<file path="config.mk">
export PLATFORM = sky130hd
export DESIGN_NAME = serial_bus_master_receiver_ctrl
export DESIGN_NICKNAME = d
export VERILOG_FILES = /design/src/sbus_pkg.sv /design/src/serial_bus_master_receiver_ctrl.sv
export SDC_FILE = /design/constraint.sdc
export NUM_CORES = 1
export LEC_CHECK = 0
export ABC_AREA = 1
export ABC_CLOCK_PERIOD_IN_PS = 2050
export BUFFER_PORTS_ARGS = -buffer_cell sky130_fd_sc_hd__buf_2
export CAP_MARGIN = 20
export CORE_UTILIZATION = 47
export CTS_CLUSTER_SIZE = 8
export DETAILED_ROUTE_END_ITERATION = 12
export PLACE_DENSITY = 0.68
export RECOVER_POWER = 50
export SYNTH_ARGS = -nofsm -noshare
export SYNTH_HDL_FRONTEND = slang
export SYNTH_SLANG_ARGS = --single-unit
</file>
<file path="constraint.sdc">
create_clock -name core_clk_i -period 2.05 [get_ports core_clk_i]
set_input_delay 0.1025 -clock core_clk_i [delete_from_list [all_inputs] [get_ports core_clk_i]]
set_output_delay 0.1025 -clock core_clk_i [all_outputs]
set_load 0.02 [all_outputs]
</file>
<file path="src/sbus_pkg.sv">
// package: register map, field positions, status codes and states
package sbus_pkg;
  // ---------------------------------------------------------------
  // register addresses and reset values
  // ---------------------------------------------------------------
  localparam logic [7:0] CTRL_ADDR = 8'hd8;
  localparam logic [7:0] STAT_ADDR = 8'hd9;
  localparam logic [7:0] DATA_ADDR = 8'hda;
  localparam logic [7:0] OWN_ADDR = 8'hdb;
  localparam logic [7:0] CTRL_RESET = 8'h00;
  localparam logic [7:0] DATA_RESET = 8'h00;
  localparam logic [7:0] OWN_RESET = 8'h00;
  localparam logic [7:0] UNMAPPED_READ = 8'h00;
  // control field positions
  localparam int RATE_HI_BIT = 7;
  localparam int ENABLE_BIT = 6;
  localparam int BEGIN_BIT = 5;
  localparam int HALT_BIT = 4;
  localparam int EVENT_BIT = 3;
  localparam int ACK_BIT = 2;
  localparam int RATE_LO_MSB = 1;
  localparam logic [1:0] LINK_SEL_BUS = 2'b10;
  // ---------------------------------------------------------------
  // status codes
  // ---------------------------------------------------------------
  localparam logic [7:0] ST_IDLE = 8'hf8;
  localparam logic [7:0] ST_START = 8'h08;
  localparam logic [7:0] ST_RSTART = 8'h10;
  localparam logic [7:0] ST_AW_ACK = 8'h18;
  localparam logic [7:0] ST_AW_NACK = 8'h20;
  localparam logic [7:0] ST_DW_ACK = 8'h28;
  localparam logic [7:0] ST_DW_NACK = 8'h30;
  localparam logic [7:0] ST_ARB_LOST = 8'h38;
  localparam logic [7:0] ST_AR_ACK = 8'h40;
  localparam logic [7:0] ST_AR_NACK = 8'h48;
  localparam logic [7:0] ST_DR_ACK = 8'h50;
  localparam logic [7:0] ST_DR_NACK = 8'h58;
  // ---------------------------------------------------------------
  // bit rate: cpu clock division factors, one bit per factor
  // ---------------------------------------------------------------
  localparam int DIV0 = 10;
  localparam int DIV1 = 20;
  localparam int DIV2 = 30;
  localparam int DIV3 = 40;
  localparam int DIV4 = 80;
  localparam int DIV5 = 120;
  localparam int DIV6 = 160;
  localparam int TIMER_BASE = 256;
  localparam int TIMER_MULT = 12;
  localparam int BITS_PER_BYTE = 8;
  // bus sequencer states
  typedef enum logic [3:0] {
    s_idle, s_wait, s_start, s_hold, s_bit_lo, s_bit_hi, s_ack_lo,
    s_ack_hi, s_rs_lo, s_rs_hi, s_stop_lo, s_stop_hi, s_stop_end
  } sbus_state_e;
endpackage

</file>
<file path="src/serial_bus_master_receiver_ctrl.sv">
// module: two-wire bus master with control/status/data registers
`timescale 1ns/1ps
`default_nettype none

module serial_bus_master_receiver_ctrl
  import sbus_pkg::*;
(
  input wire logic core_clk_i,
  input wire logic rst_n_i,
  input wire logic [7:0] sfr_addr_i,
  input wire logic sfr_wr_i,
  input wire logic [7:0] sfr_wdata_i,
  output logic [7:0] sfr_rdata_o,
  input wire logic [1:0] host_link_select_i,
  input wire logic bus_irq_enable_i,
  input wire logic [7:0] timer_reload_i,
  output logic irq_o,
  input wire logic bus_clock_pin_i,
  output logic bus_clock_pin_o,
  output logic bus_clock_pin_oe_o,
  input wire logic bus_data_pin_i,
  output logic bus_data_pin_o,
  output logic bus_data_pin_oe_o
);

  // ---------------------------------------------------------------
  // declarations
  // ---------------------------------------------------------------
  sbus_state_e state, next_state;
  logic [7:0] ctrl, next_ctrl, status, next_status;
  logic [7:0] data, next_data, own_addr, next_own_addr, next_rdata;
  logic [11:0] cnt, next_cnt;
  logic [3:0] bitcnt, next_bitcnt;
  logic master, next_master, rx, next_rx, addr_ph, next_addr_ph;
  logic rep, next_rep, busy, next_busy, si_set;
  logic scl_drv, sda_drv, next_irq;
  logic scl_s1, scl_s2, sda_s1, sda_s2, sda_q;
  logic [1:0] scl_oe_hist;
  logic en, ctrl_wr, start_seen, stop_seen, slave_halt;
  logic stall, tick, reload, acked;

  // half bit period in cpu clocks for the selected rate
  function automatic logic [11:0] half_of(input logic [2:0] sel,
                                          input logic [7:0] rl);
    case (sel)
      3'd0: half_of = 12'(DIV0 / 2);
      3'd1: half_of = 12'(DIV1 / 2);
      3'd2: half_of = 12'(DIV2 / 2);
      3'd3: half_of = 12'(DIV3 / 2);
      3'd4: half_of = 12'(DIV4 / 2);
      3'd5: half_of = 12'(DIV5 / 2);
      3'd6: half_of = 12'(DIV6 / 2);
      default: half_of = 12'((TIMER_BASE - int'(rl)) * TIMER_MULT / 2);
    endcase
  endfunction

  // ---------------------------------------------------------------
  // pin synchronisers and bus condition detection
  // ---------------------------------------------------------------
  // pins are asynchronous; the first stage feeds nothing but the second stage
  always_ff @(posedge core_clk_i or negedge rst_n_i) begin
    if (!rst_n_i) begin
      scl_s1 <= 1'b1;
      scl_s2 <= 1'b1;
      sda_s1 <= 1'b1;
      sda_s2 <= 1'b1;
      sda_q <= 1'b1;
      scl_oe_hist <= 2'b00;
    end else begin
      scl_s1 <= bus_clock_pin_i;
      scl_s2 <= scl_s1;
      sda_s1 <= bus_data_pin_i;
      sda_s2 <= sda_s1;
      sda_q <= sda_s2;
      // our own clock drive, delayed to line up with the synchroniser
      scl_oe_hist <= {scl_oe_hist[0], bus_clock_pin_oe_o};
    end
  end

  // enable needs the link select as well; pins are ignored when off
  assign en = ctrl[ENABLE_BIT] && (host_link_select_i == LINK_SEL_BUS);
  assign start_seen = en && scl_s2 && sda_q && !sda_s2;
  assign stop_seen = en && scl_s2 && !sda_q && sda_s2;
  assign slave_halt = en && ctrl[HALT_BIT] && !master;
  assign ctrl_wr = sfr_wr_i && (sfr_addr_i == CTRL_ADDR);

  // a slave may hold the clock low in any high phase we released; the
  // pin is only trusted once our release has passed the synchroniser,
  // otherwise every high phase would grow by two clocks
  assign stall = !scl_s2 && (scl_oe_hist == 2'b00) &&
                 (state == s_bit_hi || state == s_ack_hi ||
                  state == s_rs_hi || state == s_stop_hi);
  assign tick = (cnt == 12'h000) && !stall;
  assign reload = tick || state == s_idle || state == s_hold ||
                  (state == s_wait && busy);
  assign acked = !sda_s2;

  // ---------------------------------------------------------------
  // bit timing counter
  // ---------------------------------------------------------------
  always_comb begin
    if (reload) begin
      next_cnt = half_of({ctrl[RATE_HI_BIT], ctrl[RATE_LO_MSB:0]},
                         timer_reload_i) - 12'h001;
    end else if (stall) begin
      next_cnt = cnt;
    end else begin
      next_cnt = cnt - 12'h001;
    end
  end

  // ---------------------------------------------------------------
  // bus sequencer
  // ---------------------------------------------------------------
  always_comb begin
    next_state = state;
    next_status = status;
    next_bitcnt = bitcnt;
    next_master = master;
    next_rx = rx;
    next_addr_ph = addr_ph;
    next_rep = rep;
    si_set = 1'b0;
    next_data = data;
    if (sfr_wr_i && sfr_addr_i == DATA_ADDR) begin
      next_data = sfr_wdata_i;
    end
    unique case (state)
      s_idle: begin
        if (ctrl[BEGIN_BIT] && !(ctrl[HALT_BIT] && !slave_halt)) begin
          next_state = busy ? s_wait : s_start;
          next_rep = 1'b0;
        end
      end
      s_wait: begin
        if (!ctrl[BEGIN_BIT]) begin
          next_state = s_idle;
        end else if (tick) begin
          next_state = s_start;
        end
      end
      s_start: begin
        if (tick) begin
          next_state = s_hold;
          next_status = rep ? ST_RSTART : ST_START;
          si_set = 1'b1;
          next_master = 1'b1;
          next_addr_ph = 1'b1;
          next_rx = 1'b0;
        end
      end
      s_hold: begin
        // clock stays low until firmware clears the event flag
        if (!ctrl[EVENT_BIT]) begin
          next_bitcnt = 4'h0;
          if (ctrl[HALT_BIT]) begin
            next_state = s_stop_lo;
          end else if (ctrl[BEGIN_BIT]) begin
            next_state = s_rs_lo;
          end else begin
            next_state = s_bit_lo;
          end
        end
      end
      s_bit_lo: begin
        if (tick) begin
          next_state = s_bit_hi;
        end
      end
      s_bit_hi: begin
        if (tick) begin
          // one register shifts both ways: sent bits read back
          next_data = {data[6:0], sda_s2};
          next_bitcnt = bitcnt + 4'h1;
          if (!rx && data[7] && !sda_s2) begin
            next_state = s_idle; // lost arbitration: let go
            next_status = ST_ARB_LOST;
            si_set = 1'b1;
            next_master = 1'b0;
          end else if (bitcnt == 4'(BITS_PER_BYTE - 1)) begin
            next_state = s_ack_lo;
          end else begin
            next_state = s_bit_lo;
          end
        end
      end
      s_ack_lo: begin
        if (tick) begin
          next_state = s_ack_hi;
        end
      end
      s_ack_hi: begin
        if (tick) begin
          next_state = s_hold;
          si_set = 1'b1;
          next_addr_ph = 1'b0;
          if (addr_ph) begin
            next_rx = data[0];
            if (data[0]) begin
              next_status = acked ? ST_AR_ACK : ST_AR_NACK;
            end else begin
              next_status = acked ? ST_AW_ACK : ST_AW_NACK;
            end
          end else if (rx) begin
            next_status = acked ? ST_DR_ACK : ST_DR_NACK;
          end else begin
            next_status = acked ? ST_DW_ACK : ST_DW_NACK;
          end
        end
      end
      s_rs_lo: begin
        if (tick) begin
          next_state = s_rs_hi;
        end
      end
      s_rs_hi: begin
        if (tick) begin
          next_state = s_start;
          next_rep = 1'b1;
        end
      end
      s_stop_lo: begin
        if (tick) begin
          next_state = s_stop_hi;
        end
      end
      s_stop_hi: begin
        if (tick) begin
          next_state = s_stop_end;
        end
      end
      s_stop_end: begin
        // the half period here spaces a following start
        if (tick) begin
          next_state = s_idle;
          next_master = 1'b0;
          next_status = ST_IDLE;
        end
      end
    endcase
    if (!en) begin
      next_state = s_idle;
      next_master = 1'b0;
      next_rx = 1'b0;
      next_status = ST_IDLE;
      si_set = 1'b0;
    end
  end

  // ---------------------------------------------------------------
  // pin drive, registers, bus busy and read data
  // ---------------------------------------------------------------
  always_comb begin
    // open drain: enable pulls the line low, release lets it float
    scl_drv = next_state inside {s_hold, s_bit_lo, s_ack_lo, s_rs_lo,
                                 s_stop_lo};
    // data follows the clock by one cpu clock, so it never moves in the
    // same instant as a falling clock and a slave cannot see a false start
    unique case (state)
      s_start, s_stop_lo, s_stop_hi: sda_drv = 1'b1;
      s_bit_lo, s_bit_hi: sda_drv = !rx && !data[7];
      s_ack_lo, s_ack_hi: sda_drv = rx && !addr_ph && ctrl[ACK_BIT];
      s_hold: sda_drv = bus_data_pin_oe_o;
      default: sda_drv = 1'b0; // line left released
    endcase
    if (!en) begin
      sda_drv = 1'b0;
    end
    next_ctrl = ctrl_wr ? sfr_wdata_i : ctrl;
    if (si_set) begin
      next_ctrl[EVENT_BIT] = 1'b1;
    end
    if (!ctrl[ENABLE_BIT] || stop_seen || slave_halt) begin
      next_ctrl[HALT_BIT] = 1'b0;
    end
    next_busy = busy;
    if (!en || stop_seen || slave_halt) begin
      next_busy = 1'b0;
    end else if (start_seen) begin
      next_busy = 1'b1;
    end
    next_own_addr = own_addr;
    if (sfr_wr_i && sfr_addr_i == OWN_ADDR) begin
      next_own_addr = sfr_wdata_i;
    end
    unique case (sfr_addr_i)
      CTRL_ADDR: next_rdata = ctrl;
      STAT_ADDR: next_rdata = status;
      DATA_ADDR: next_rdata = data;
      OWN_ADDR: next_rdata = own_addr;
      default: next_rdata = UNMAPPED_READ;
    endcase
    next_irq = ctrl[EVENT_BIT] && bus_irq_enable_i;
  end

  always_ff @(posedge core_clk_i or negedge rst_n_i) begin
    if (!rst_n_i) begin
      state <= s_idle;
      ctrl <= CTRL_RESET;
      status <= ST_IDLE;
      data <= DATA_RESET;
      own_addr <= OWN_RESET;
      cnt <= 12'h000;
      bitcnt <= 4'h0;
      master <= 1'b0;
      rx <= 1'b0;
      addr_ph <= 1'b0;
      rep <= 1'b0;
      busy <= 1'b0;
      sfr_rdata_o <= 8'h00;
      irq_o <= 1'b0;
      bus_clock_pin_o <= 1'b0;
      bus_clock_pin_oe_o <= 1'b0;
      bus_data_pin_o <= 1'b0;
      bus_data_pin_oe_o <= 1'b0;
    end else begin
      state <= next_state;
      ctrl <= next_ctrl;
      status <= next_status;
      data <= next_data;
      own_addr <= next_own_addr;
      cnt <= next_cnt;
      bitcnt <= next_bitcnt;
      master <= next_master;
      rx <= next_rx;
      addr_ph <= next_addr_ph;
      rep <= next_rep;
      busy <= next_busy;
      sfr_rdata_o <= next_rdata;
      irq_o <= next_irq;
      bus_clock_pin_o <= 1'b0;
      bus_clock_pin_oe_o <= scl_drv;
      bus_data_pin_o <= 1'b0;
      bus_data_pin_oe_o <= sda_drv;
    end
  end
endmodule

`default_nettype wire

</file>
==> metrics.md, run 1 <==
| Metric | Value |
|---|---|
| Outcome | complete, but fails checks |
| Failing checks | negative setup slack |
| Number of buffers created by CTS | 9 |
| Sw Pwr | 1560 uW |
| Die height | 103 um |
| Number of top-level pins | 45 |
| Overall Global Routing Usage | 26.1% |
| CP Data Required Time | 2350 ps |
| Syn Std Cell Area | 4760 um2 |
| Static leakage | 0.00335 uW |
| Fin. Hold Viols | 0 |
| DR iter-0 viols | 220 |
| Grt ovf | 0 |
| Mean post-synth cell area | approximately 7.1 um2 |
| Antenna cells | 0 |
| Vias in the first global route | 4,653 |
| Unrepaired setup endpoints after global routing | yes |
| Share of post-route cells with drive strength above 1 | 31.3% |
| M1 WL | 5.45 mm |
| Total power draw | 4370 uW |
| Post-synth top flop | dfrtp_1 |
| Filler cells | 834 |
| Top post-synthesis cells by area | dfrtp_1 33%, nand2_1 13%, inv_1 8.4% |
| Hold crit path type | input pin to flop |
| DRT Pass-1 Iters | 5 |
| Final period util | 112% |
| Share of the synthesized area in the top cell type | 32.6% |
| Combinational Power Share | approximately 36% |
| CTS H-tree depth | 3 |
| Full die area | approximately 11,000 um2 |
| CP max FO | 3 |
| Startpoint types | input pin |
| Seq/Total Area, Yosys | between 30% and 40% |
| Max Cap Viol | 0 |
| Area leader, netlist | dfrtp_1 |
| Pre-CTS WS | -672 ps |
| Setup Viol. Count Final | 5 |
| Fin Setup TNS | -814 ps |
| Pins Over Slew Limit | 0 |
| Post-synthesis cell type count | 48 |
| Most common cell in the netlist | nand2_1 |
| Via density | 5.15 |
| Clock tree sinks | 72 |
| Final min period | 2300 ps |
| Nets | 855 |
| # DRC | 0 |
| Post-route ant nets | 0 |
| Clock transition at path regs | 80 ps |
| Post-detail-place hpwl | 9.52 mm |
| CTS Buffer Depth | 2 |
| Clk pwr share | 26.0% |
| Setup CP Type | input pin to flop |
| Placed Area | around 5700 um2 |
| Pint | about 2800 uW |
| Total Routed Length | 12.6 mm |
| Post-synth EDFFs | 0 |
| Sequential Power Share | 37.9% |
| Commonest cells in the netlist | 164 x nand2_1, 107 x inv_1, 62 x dfrtp_1, 62 x nor2_1, 61 x o21ai_0 |
| Syn-to-layout area delta | 35.5% |
| First-pass GRT wire length | 21.1 mm |
| Routed wire length per instance | 13.4 um |
| PD cells | approximately 680 nW/um2 |
| DIE WIDTH | 103 um |
| Rows | 36 |
| F_max | about 430 MHz |
| Clock Latency Late Sink | approximately 350 ps |
| Core Area | 9770 um2 |
| GP Congestion | 0.938 |
| IO Port Bufs | 42 |
| Post-Syn Instances | 668 |
| Post-Route Skew | around 10 ps |
| Worst EP arrival | ~2600 ps |
| Synth warn | 0 |
| Ys async rst share | 100% |
| Worst slew pin tran | approximately 900 ps |
| Pin count of the biggest net entering global routing | 38 |
| Total number of vias | just under 5,000 |
| Metal2 WL | between 6 and 7 mm |
| Rel. slew slack | 39.8% |
| Net Sw Frac | 35.6% |
| Seq cells post-synth | 72 |
| CTS Root Cell | clkbuf_8 |
| Crit. End Element | flop |
| Initial antenna violation count | 0 |
| CTS tree | built |
| Peak supply drop | approximately 0.00046 V |
| Top Layer Used | met4 |
| WL met3 | between 400 and 500 um |
| Cell area after layout | approximately 6400 um2 |
| PnR worst setup slack | -249 ps |
| Starting Density | 48.7% |
## cell type report
class / instances / area [um2] / share of cell area, %
Inverter: 117 / 452 / 7.01
Timing Repair Buffer: 134 / 961 / 14.9
Multi-Input combinational cell: 469 / 2860 / 44.3
Sequential cell: 72 / 1820 / 28.2
Tap cell: 133 / 166 / 2.58
Clock buffer: 10 / 128 / 1.98
Clock inverter: 6 / 67.6 / 1.05
## per-stage QoR
step / hold slack (ps) / util (%) / instances
finish: 37.0 / 66.0 / 941
global route: 35.4 / 66.0 / 941
CTS: 35.3 / 63.2 / 930
detailed placement: 103 / 58.7 / 896
global placement: 101 / 58.7 / 896
floorplan: -193 / - / 669
## cell usage in the layout (no fill, tap or decap), types with 4 or more instances in the layout
cell,n
nand3b_1,4
nand2_2,18
inv_2,18
nand4_1,9
a31oi_1,8
ha_1,10
buf_4,77
nor2_2,16
o21ai_1,5
nand3_1,27
nor2_4,8
nor3_1,9
ha_4,9
nor2_1,46
clkbuf_8,9
o2111ai_1,5
dfstp_2,9
a21oi_2,4
dlygate4sd3_1,12
a21oi_1,26
nand3_2,7
nand2_1,148
o211ai_1,4
nand2_4,7
inv_1,95
buf_2,38
dfrtp_1,60
o21ai_0,57
## what timing repair did
action                     in CTS  in global routing
resized for setup              25                 58
hold buffers                   12                  0
pin swaps                      32                 53
hold endpoints to repair       41                  0
setup buffers                   7                 11
setup endpoints to repair       8                 17
## state kept, by name (all words and copies together) (netlist names), 2 cells and up
| signal | count |
|---|---|
| cnt | 12 |
| ctrl | 8 |
| data | 8 |
| own_addr | 8 |
| sfr_rdata_o | 8 |
| status | 5 |
| bitcnt | 4 |
| state | 4 |
| scl_oe_hist | 2 |
## critical path: stages
cell and delay [ps]:
buf_8 110, nor2_4 120, nand4_1 160, nor3_2 270
xnor2_2 180, ha_1 310, ha_4 280, buf_4 140
inv_1 40, nand4_1 100, nand2_2 90, nor2_2 50
nor2_2 160, nand2_1 80, nor2_2 130, nand3_1 80
nand2_1 80, nand3_1 60, nand2_1 70
## kinds of logic (layout without fill, tap and decap cells)
family,after synthesis,after routing,synth area share (%)
compound gates,128,128,15.6
xor+xnor,11,11,2.02
fa+ha+maj,20,20,5.42
buf+inv,128,267,10.5
flops,72,72,38.1
other cells,1,2,0.0788
simple gates,308,308,28.2
## worst paths after layout
| check | startpoint | to | slack [ps] | cells after the start |
|---|---|---|---|---|
| max | timer_reload_i[2] | cnt[11] | -250 | 19 |
| max in group asynchronous | rst_n_i | sda_s1 | 510 | 3 |
| min | sfr_wdata_i[4] | ctrl[4] | 40 | 3 |
| max reg2reg | cnt[10] | cnt[9] | -80 | 15 |
| min reg2reg | scl_s1 | scl_s2 | 360 | 0 |
| min in group asynchronous | rst_n_i | cnt[10] | 420 | 2 |
## per-layer routing
metal / up-vias / track usage, %
li1: 2429 / -
met1: 2281 / 32.0
met2: 113 / 46.7
met3: 21 / 4.27
met4: 0 / 8.35
met5: - / 0
## power by group through the flow
stage | Clock [uW] | Combinational [uW] | Sequential, uW
after floorplan | 0 | 846 | 1670
after global routing | 1230 | 1770 | 1670
after CTS | 1160 | 1420 | 1650
after detailed placement | 0 | 1330 | 1680
final | 1140 | 1580 | 1660
after global placement | 0 | 1310 | 1670
Note: power is estimated with default switching activity, not from simulation.
==> inputs of run 2 (changes only) <==
BUFFER_PORTS_ARGS = -buffer_cell sky130_fd_sc_hd__clkbuf_2   (was -buffer_cell sky130_fd_sc_hd__buf_2)
CORE_ASPECT_RATIO = 0.75   (was default)
==> run 2 against run 1 <==
  * The flow still finishes with violations (negative setup slack)
  * Largest power group unchanged
  * Highest routed layer unchanged
  * Die area about the same
  * Combinational power increased by 3%
  * Routed wire length increased by 10%
  * Clock-buffer cell count decreased by 1
  * Utilization increased by 2.6 points
  * Critical endpoint unchanged
  * Cell count decreased by 0.21%
==> metrics.md, run 2 (synthesis gave the netlist of run 1 again) <==
| Metric | Value |
|---|---|
| Worst slew pin tran | 945 ps (+41.2 ps) |
| Vias in the first global route | 4,483 (-3.7%) |
| Clock tree sinks | 72 (unchanged) |
| Crit. End Element | flop |
| Placed Area | 5750 um2 (+0.11%) |
| Unrepaired setup endpoints after global routing | yes |
| Number of top-level pins | 45 (unchanged) |
| First-pass GRT wire length | 21.7 mm (+2.8%) |
| Cell repeated most along the worst path | nand2_1 |
| Peak supply drop | 0.000431 V (-5.6%) |
| Outcome | complete, but fails checks |
| Post-route insts no fill | 939 (-0.21%) |
| CTS Buffer Depth | 2 (unchanged) |
| Max Cap Viol | 0 (unchanged) |
| RR Startpoint | state[0] |
| Worst R2R Setup Slack | -90 ps (about the same) |
| Initial antenna violation count | 0 (unchanged) |
| Worst EP arrival | 2650 ps (+60 ps) |
| Post-Route Skew | 8.56 ps (-1.77 ps) |
| Antenna cells | 0 (unchanged) |
| Full die area | 10,500 um2 (about the same) |
| Hold Crit Start | sfr_wdata_i[5] |
| CTS Root Cell | clkbuf_16 |
| Post-route ant nets | 0 (unchanged) |
| Cell area after layout | 6680 um2 (+3.6%) |
| Syn-to-layout area delta | 40.3% |
| CP max FO | 4 (+1) |
| CTS H-tree depth | 3 (unchanged) |
| CTS tree | built |
| Core Area | 9740 um2 (-0.40%) |
| Static leakage | 0.00338 uW (+1.0%) |
| Via density | 5.27 (+2.4%) |
| CP Cell Sequence | clkbuf_16, inv_8, ha_4, nand3_2, buf_4, nor4_2, buf_4, ha_1, ha_4, nand2_2, nor2_1, nand2_1, nand2_1, nand2_1, nand3_1, nand2_1, nand2_2, nand2_1, nor2_2, nand3_1, nand2_1, nand3_1, nand2_1 |
| Post-detail-place hpwl | 9.87 mm (+3.7%) |
| Rows | 31 (-14%) |
| Rel. slew slack | 37.0% (-2.7 points) |
| Hold endpoint | ctrl[5] |
| DR iter-0 viols | 363 (+65%) |
| Overall Global Routing Usage | 26.4% (+0.28 points) |
| GP Congestion | 0.920 (-1.9%) |
| Grt ovf | 0 (unchanged) |
| Pin count of the biggest net entering global routing | 38 (unchanged) |
| Setup CP Type | input pin to flop |
| Slowest stage delay, CP | 300 ps (about the same) |
| Commonest non-fill, non-tap cell in the layout | nand2_1 |
| Total number of vias | 4,952 (+2.2%) |
| F_max | 421 MHz (-3.2%) |
| DIE WIDTH | 118 um (+15%) |
| Critical-path top delay cell | ha_4 |
| Setup Viol. Count Final | 7 (+2) |
| # DRC | 0 (unchanged) |
| Placed insts | 896 (unchanged) |
| PnR worst setup slack | -325 ps (-75.7 ps) |
| Pins Over Slew Limit | 0 (unchanged) |
| DRT Pass-1 Iters | 5 (unchanged) |
| Fin. Hold Viols | 0 (unchanged) |
| WHS Path Cells | 3 (unchanged) |
| Clock Latency Late Sink | 340 ps (about the same) |
| Total Routed Length | 13.9 mm (+10%) |
| R2r endpoint | cnt[10] |
| Startpoint types | input pin |
| Routed wire length per instance | 14.8 um (+10%) |
| Largest register by flop count | cnt |
| Max FFs per register | 12 (unchanged) |
| Failing checks | negative setup slack |
| CP Data Required Time | 2320 ps (-30 ps) |
| Most frequent cells in the layout | 136 x nand2_1, 92 x inv_1, 79 x buf_4 |
| Final period util | 116% (+3.7 points) |
| CP top delay family | simple AND/OR/NAND/NOR gates |
| Die height | 89.2 um (-13%) |
| Share of post-route cells with drive strength above 1 | 34.9% (+3.6 points) |
| Starting Density | 48.9% (+0.19 points) |
| Reg2Reg Depth | 15 (unchanged) |
| Buf+Inv Stages, Crit Path | 4 (+1) |
| Final min period | 2380 ps (+75.7 ps) |
| PD cells | 734 nW/um2 (+8.2%) |
| Filler cells | 767 (-8.0%) |
| Nets | 854 (-0.12%) |
| Clock transition at path regs | 60 ps (-20 ps) |
| Pre-CTS WS | -653 ps (+19.0 ps) |
| Worst setup path start | timer_reload_i[0] |
| Hold crit path type | input pin to flop |
| IO Port Bufs | 42 (unchanged) |
| Total power draw | 4900 uW (+12%) |
| Number of buffers created by CTS | 9 (unchanged) |
==> run 2: cell type report <==
type / instances / area, um2 / area share (%)
Sequential cell: 72 / 1820 / 27.2
Timing Repair Buffer: 133 / 970 / 14.5
Clock buffer: 9 / 225 / 3.37
Tap cell: 132 / 165 / 2.47
Inverter: 117 / 460 / 6.90
Multi-Input combinational cell: 469 / 2960 / 44.4
Clock inverter: 7 / 78.8 / 1.18
==> run 2: layer usage <==
metal / track usage, % / routed length [um] / vias up
li1: - / - / 2440
met1: 38.2 / 6530 / 2311
met2: 40.7 / 6280 / 186
met3: 5.61 / 1010 / 15
met4: 5.48 / 117 / 0
met5: 0 / 0 / -
==> run 2: worst register-to-register path: cells and delay by family (launching register included) <==
family / cells / cell delay (ps)
AO/OA/AOI/OAI: 1 / 180
buffers and inverters: 3 / 420
flip-flops: 1 / 460
AND/OR/NAND/NOR: 11 / 1030
==> run 2: through the flow <==
step / TNS [ps] / util [%] / hold WS (ps)
final: -1470 / 68.6 / 1.97
after global routing: -3240 / 68.6 / 6.70
after CTS: -732 / 64.5 / 1.56
after detailed placement: -4150 / 59.0 / 110
after global placement: -3820 / 59.0 / 97.8
after floorplan: -913 / - / -193
==> run 2: how the worst max path moves through the flow <==
stage,end,cells after the start
after global routing,cnt[11],21
final,cnt[11],23
after detailed placement,cnt[11],21
after floorplan,cnt[11],20
after CTS,cnt[10],24
after global placement,cnt[11],22
==> run 2: where the power goes <==
group	leakage [uW]	total, uW	switching [uW]	internal (uW)
Sequential	0.000868	1660	101	1560
Clock	0.000144	1620	659	957
Combinational	0.00237	1620	935	685
Total	0.00338	4900	1690	3210
==> run 2: repair_timing <==
action / in CTS / in global routing
setup endpoints to repair: 10 / 25
buffers inserted: 7 / 15
gates cloned: 0 / 1
resized for setup: 36 / 86
hold buffers: 4 / 0
endpoints found under the hold margin: 34 / 0
pin swaps: 35 / 39
==> inputs of run 3 (changes only) <==
SKIP_LAST_GASP = 1   (was default)
==> run 3 against run 2 <==
  * The run still ends with negative setup slack left
  * Critical endpoint unchanged
  * Sequential share of layout area up 0.097 points
  * Clock power about the same
  * Via count down 0.20%
  * Sequential power about the same
  * Die area unchanged
  * Maximum frequency about the same
==> metrics.md, run 3 (synthesis gave the netlist of run 1 again) <==
| Metric | Value |
|---|---|
| # DRC | 0 (unchanged) |
| Post-Route Skew | 8.46 ps (-0.106 ps) |
| Reg area | 1820 um2 (unchanged) |
| Crit. End Element | flop |
| CTS tree | built |
| Cell repeated most along the worst path | nand2_1 |
| CTS Buffer Depth | 2 (unchanged) |
| Final min period | 2380 ps (+0.0250 ps) |
| Combinational Power Share | 32.8% (-0.3 points) |
| Full die area | 10,500 um2 (unchanged) |
| Unrepaired setup endpoints after global routing | yes |
| Buf+Inv Stages, Crit Path | 4 (unchanged) |
| First-pass GRT wire length | 21.7 mm (unchanged) |
| Number of buffers created by CTS | 9 (unchanged) |
| Clock transition at path regs | 60 ps (about the same) |
| Share of post-route cells with drive strength above 1 | 34.2% (-0.74 points) |
| WHS | 3.44 ps (+1.47 ps) |
| Via density | 5.26 (-0.20%) |
| Static leakage | 0.00338 uW (about the same) |
| Antenna cells | 0 (unchanged) |
| Rel. slew slack | 36.5% (-0.55 points) |
| CP Cell Sequence | clkbuf_16, inv_8, ha_4, nand3_2, buf_4, nor4_2, buf_4, ha_1, ha_4, nand2_2, nor2_1, nand2_1, nand2_1, nand2_1, nand3_1, nand2_1, nand2_2, nand2_1, nor2_2, nand3_1, nand2_1, nand3_1, nand2_1 |
| Clock tree sinks | 72 (unchanged) |
| Most frequent cells in the layout | 137 x nand2_1, 93 x inv_1, 79 x buf_4 |
| Max Cap Viol | 0 (unchanged) |
| Die height | 89.2 um (unchanged) |
| CTS H-tree depth | 3 (unchanged) |
| Sequential Power Share | 34.1% (about the same) |
| CTS Root Cell | clkbuf_16 |
| Reg2Reg Depth | 15 (unchanged) |
| Total number of vias | 4,942 (-0.20%) |
| CP top delay family | simple AND/OR/NAND/NOR gates |
| Largest register by flop count | cnt |
| PD cells | 734 nW/um2 (about the same) |
| Worst EP arrival | 2650 ps (about the same) |
| Hold crit path type | input pin to flop |
| Routed wire length per instance | 14.8 um (about the same) |
| DR iter-0 viols | 349 (-3.9%) |
| Grt ovf | 0 (unchanged) |
| F_max | 421 MHz (about the same) |
| Filler cells | 770 (+0.39%) |
| Pint | 3200 uW (-0.30%) |
| Outcome | complete, but fails checks |
| Nets | 854 (unchanged) |
| Total power draw | 4880 uW (-0.40%) |
| DIE WIDTH | 118 um (unchanged) |
| Pre-CTS WS | -653 ps (unchanged) |
| Max FFs per register | 12 (unchanged) |
| Clock Latency Late Sink | 340 ps (about the same) |
| Setup CP Type | input pin to flop |
| Sw Pwr | 1680 uW (-0.59%) |
| Post-detail-place hpwl | 9.87 mm (unchanged) |
| Initial antenna violation count | 0 (unchanged) |
| Vias in the first global route | 4,483 (unchanged) |
| Slowest stage delay, CP | 300 ps (about the same) |
| PnR worst setup slack | -325 ps (-0.0250 ps) |
| Fin. Hold Viols | 0 (unchanged) |
| Overall Global Routing Usage | 26.4% (unchanged) |
| DRT Pass-1 Iters | 5 (unchanged) |
| Total Routed Length | 13.9 mm (about the same) |
| Area of the multi-input gates | 2940 um2 (-0.80%) |
| Pins Over Slew Limit | 0 (unchanged) |
| Startpoint types | input pin |
| Pin count of the biggest net entering global routing | 38 (unchanged) |
| Starting Density | 48.9% (unchanged) |
| Final period util | 116% (about the same) |
| Commonest non-fill, non-tap cell in the layout | nand2_1 |
| Net Sw Frac | 34.5% (-0.067 points) |
| Worst slew pin tran | 953 ps (+8.30 ps) |
| Failing checks | negative setup slack |
| WHS Path Cells | 3 (unchanged) |
| IO Port Bufs | 42 (unchanged) |
| Critical-path top delay cell | ha_4 |
| Peak supply drop | 0.000432 V (+0.13%) |
| GP Congestion | 0.920 (unchanged) |
| Post-route ant nets | 0 (unchanged) |
| Number of top-level pins | 45 (unchanged) |
| Rows | 31 (unchanged) |
| CP Data Required Time | 2320 ps (about the same) |
| Clk pwr share | 33.1% (about the same) |
| Final core occ | 68.3% (-0.24 points) |
| Syn-to-layout area delta | 39.8% |
| CP max FO | 4 (unchanged) |
| Core Area | 9740 um2 (unchanged) |
| Cell depth of the worst setup path | 23 (unchanged) |
| Setup Viol. Count Final | 8 (+1) |
## run 3: timing repair
| action | 4_1_cts | 5_1_grt |
|---|---|---|
| gates cloned | 0 | 1 |
| setup buffers | 7 | 15 |
| resized for setup | 36 | 79 |
| hold buffers | 4 | 0 |
| hold endpoints to repair | 34 | 0 |
| endpoints found under the setup margin | 10 | 25 |
| pin swaps | 34 | 40 |
## run 3: power groups by stage
| stage | Sequential, uW | Combinational [uW] | Clock, uW |
|---|---|---|---|
| 2_1_floorplan | 1670 | 846 | 0 |
| 4_1_cts | 1660 | 1420 | 1620 |
| 6_report | 1660 | 1600 | 1620 |
| 3_5_place_dp | 1680 | 1300 | 0 |
| 3_3_place_gp | 1680 | 1290 | 0 |
| 5_1_grt | 1680 | 1770 | 1690 |
## run 3: layout make-up
| type | instances | share of cell area, % |
|---|---|---|
| Clock inverter | 7 | 1.18 |
| Tap cell | 132 | 2.48 |
| Clock buffer | 9 | 3.38 |
| Inverter | 117 | 6.92 |
| Timing Repair Buffer | 133 | 14.6 |
| Sequential cell | 72 | 27.3 |
| Multi-Input combinational cell | 469 | 44.2 |
## run 3: routing by layer
metal,wire [um],global-route usage (%),vias to the layer above
li1,-,-,2435
met1,6520,38.2,2311
met2,6310,40.7,184
met3,983,5.61,12
met4,115,5.48,0
met5,0,0,-
## run 3: worst paths after layout
path,start,end,slack (ps)
worst min register to register,scl_s1,scl_s2,360
max in group asynchronous,rst_n_i,sda_q,440
min in group asynchronous,rst_n_i,cnt[8],450
worst max register to register,state[0],cnt[10],-80
worst min-delay path,sfr_wdata_i[5],ctrl[5],3
worst max-delay path,timer_reload_i[0],cnt[11],-330
## run 3: stage by stage
stage,instances,setup TNS (ps),cell area [um2]
6_report,939,-1480,6650
4_1_cts,923,-733,6280
3_3_place_gp,896,-3820,5750
3_5_place_dp,896,-4150,5750
2_1_floorplan,669,-913,4940
5_1_grt,939,-3400,6650
## run 3: worst register-to-register path, stage by stage (launching register included)
cell	delay [ps]
dfrtp_2	460
inv_1	90
nand2_1	130
o211ai_4	170
nand2_8	120
buf_4	180
nand2_1	130
nor2_1	70
nor2_1	170
buf_4	150
nand2_1	40
nor2_1	100
nand4_1	90
nand2_1	70
nand2_1	50
nand2_1	50
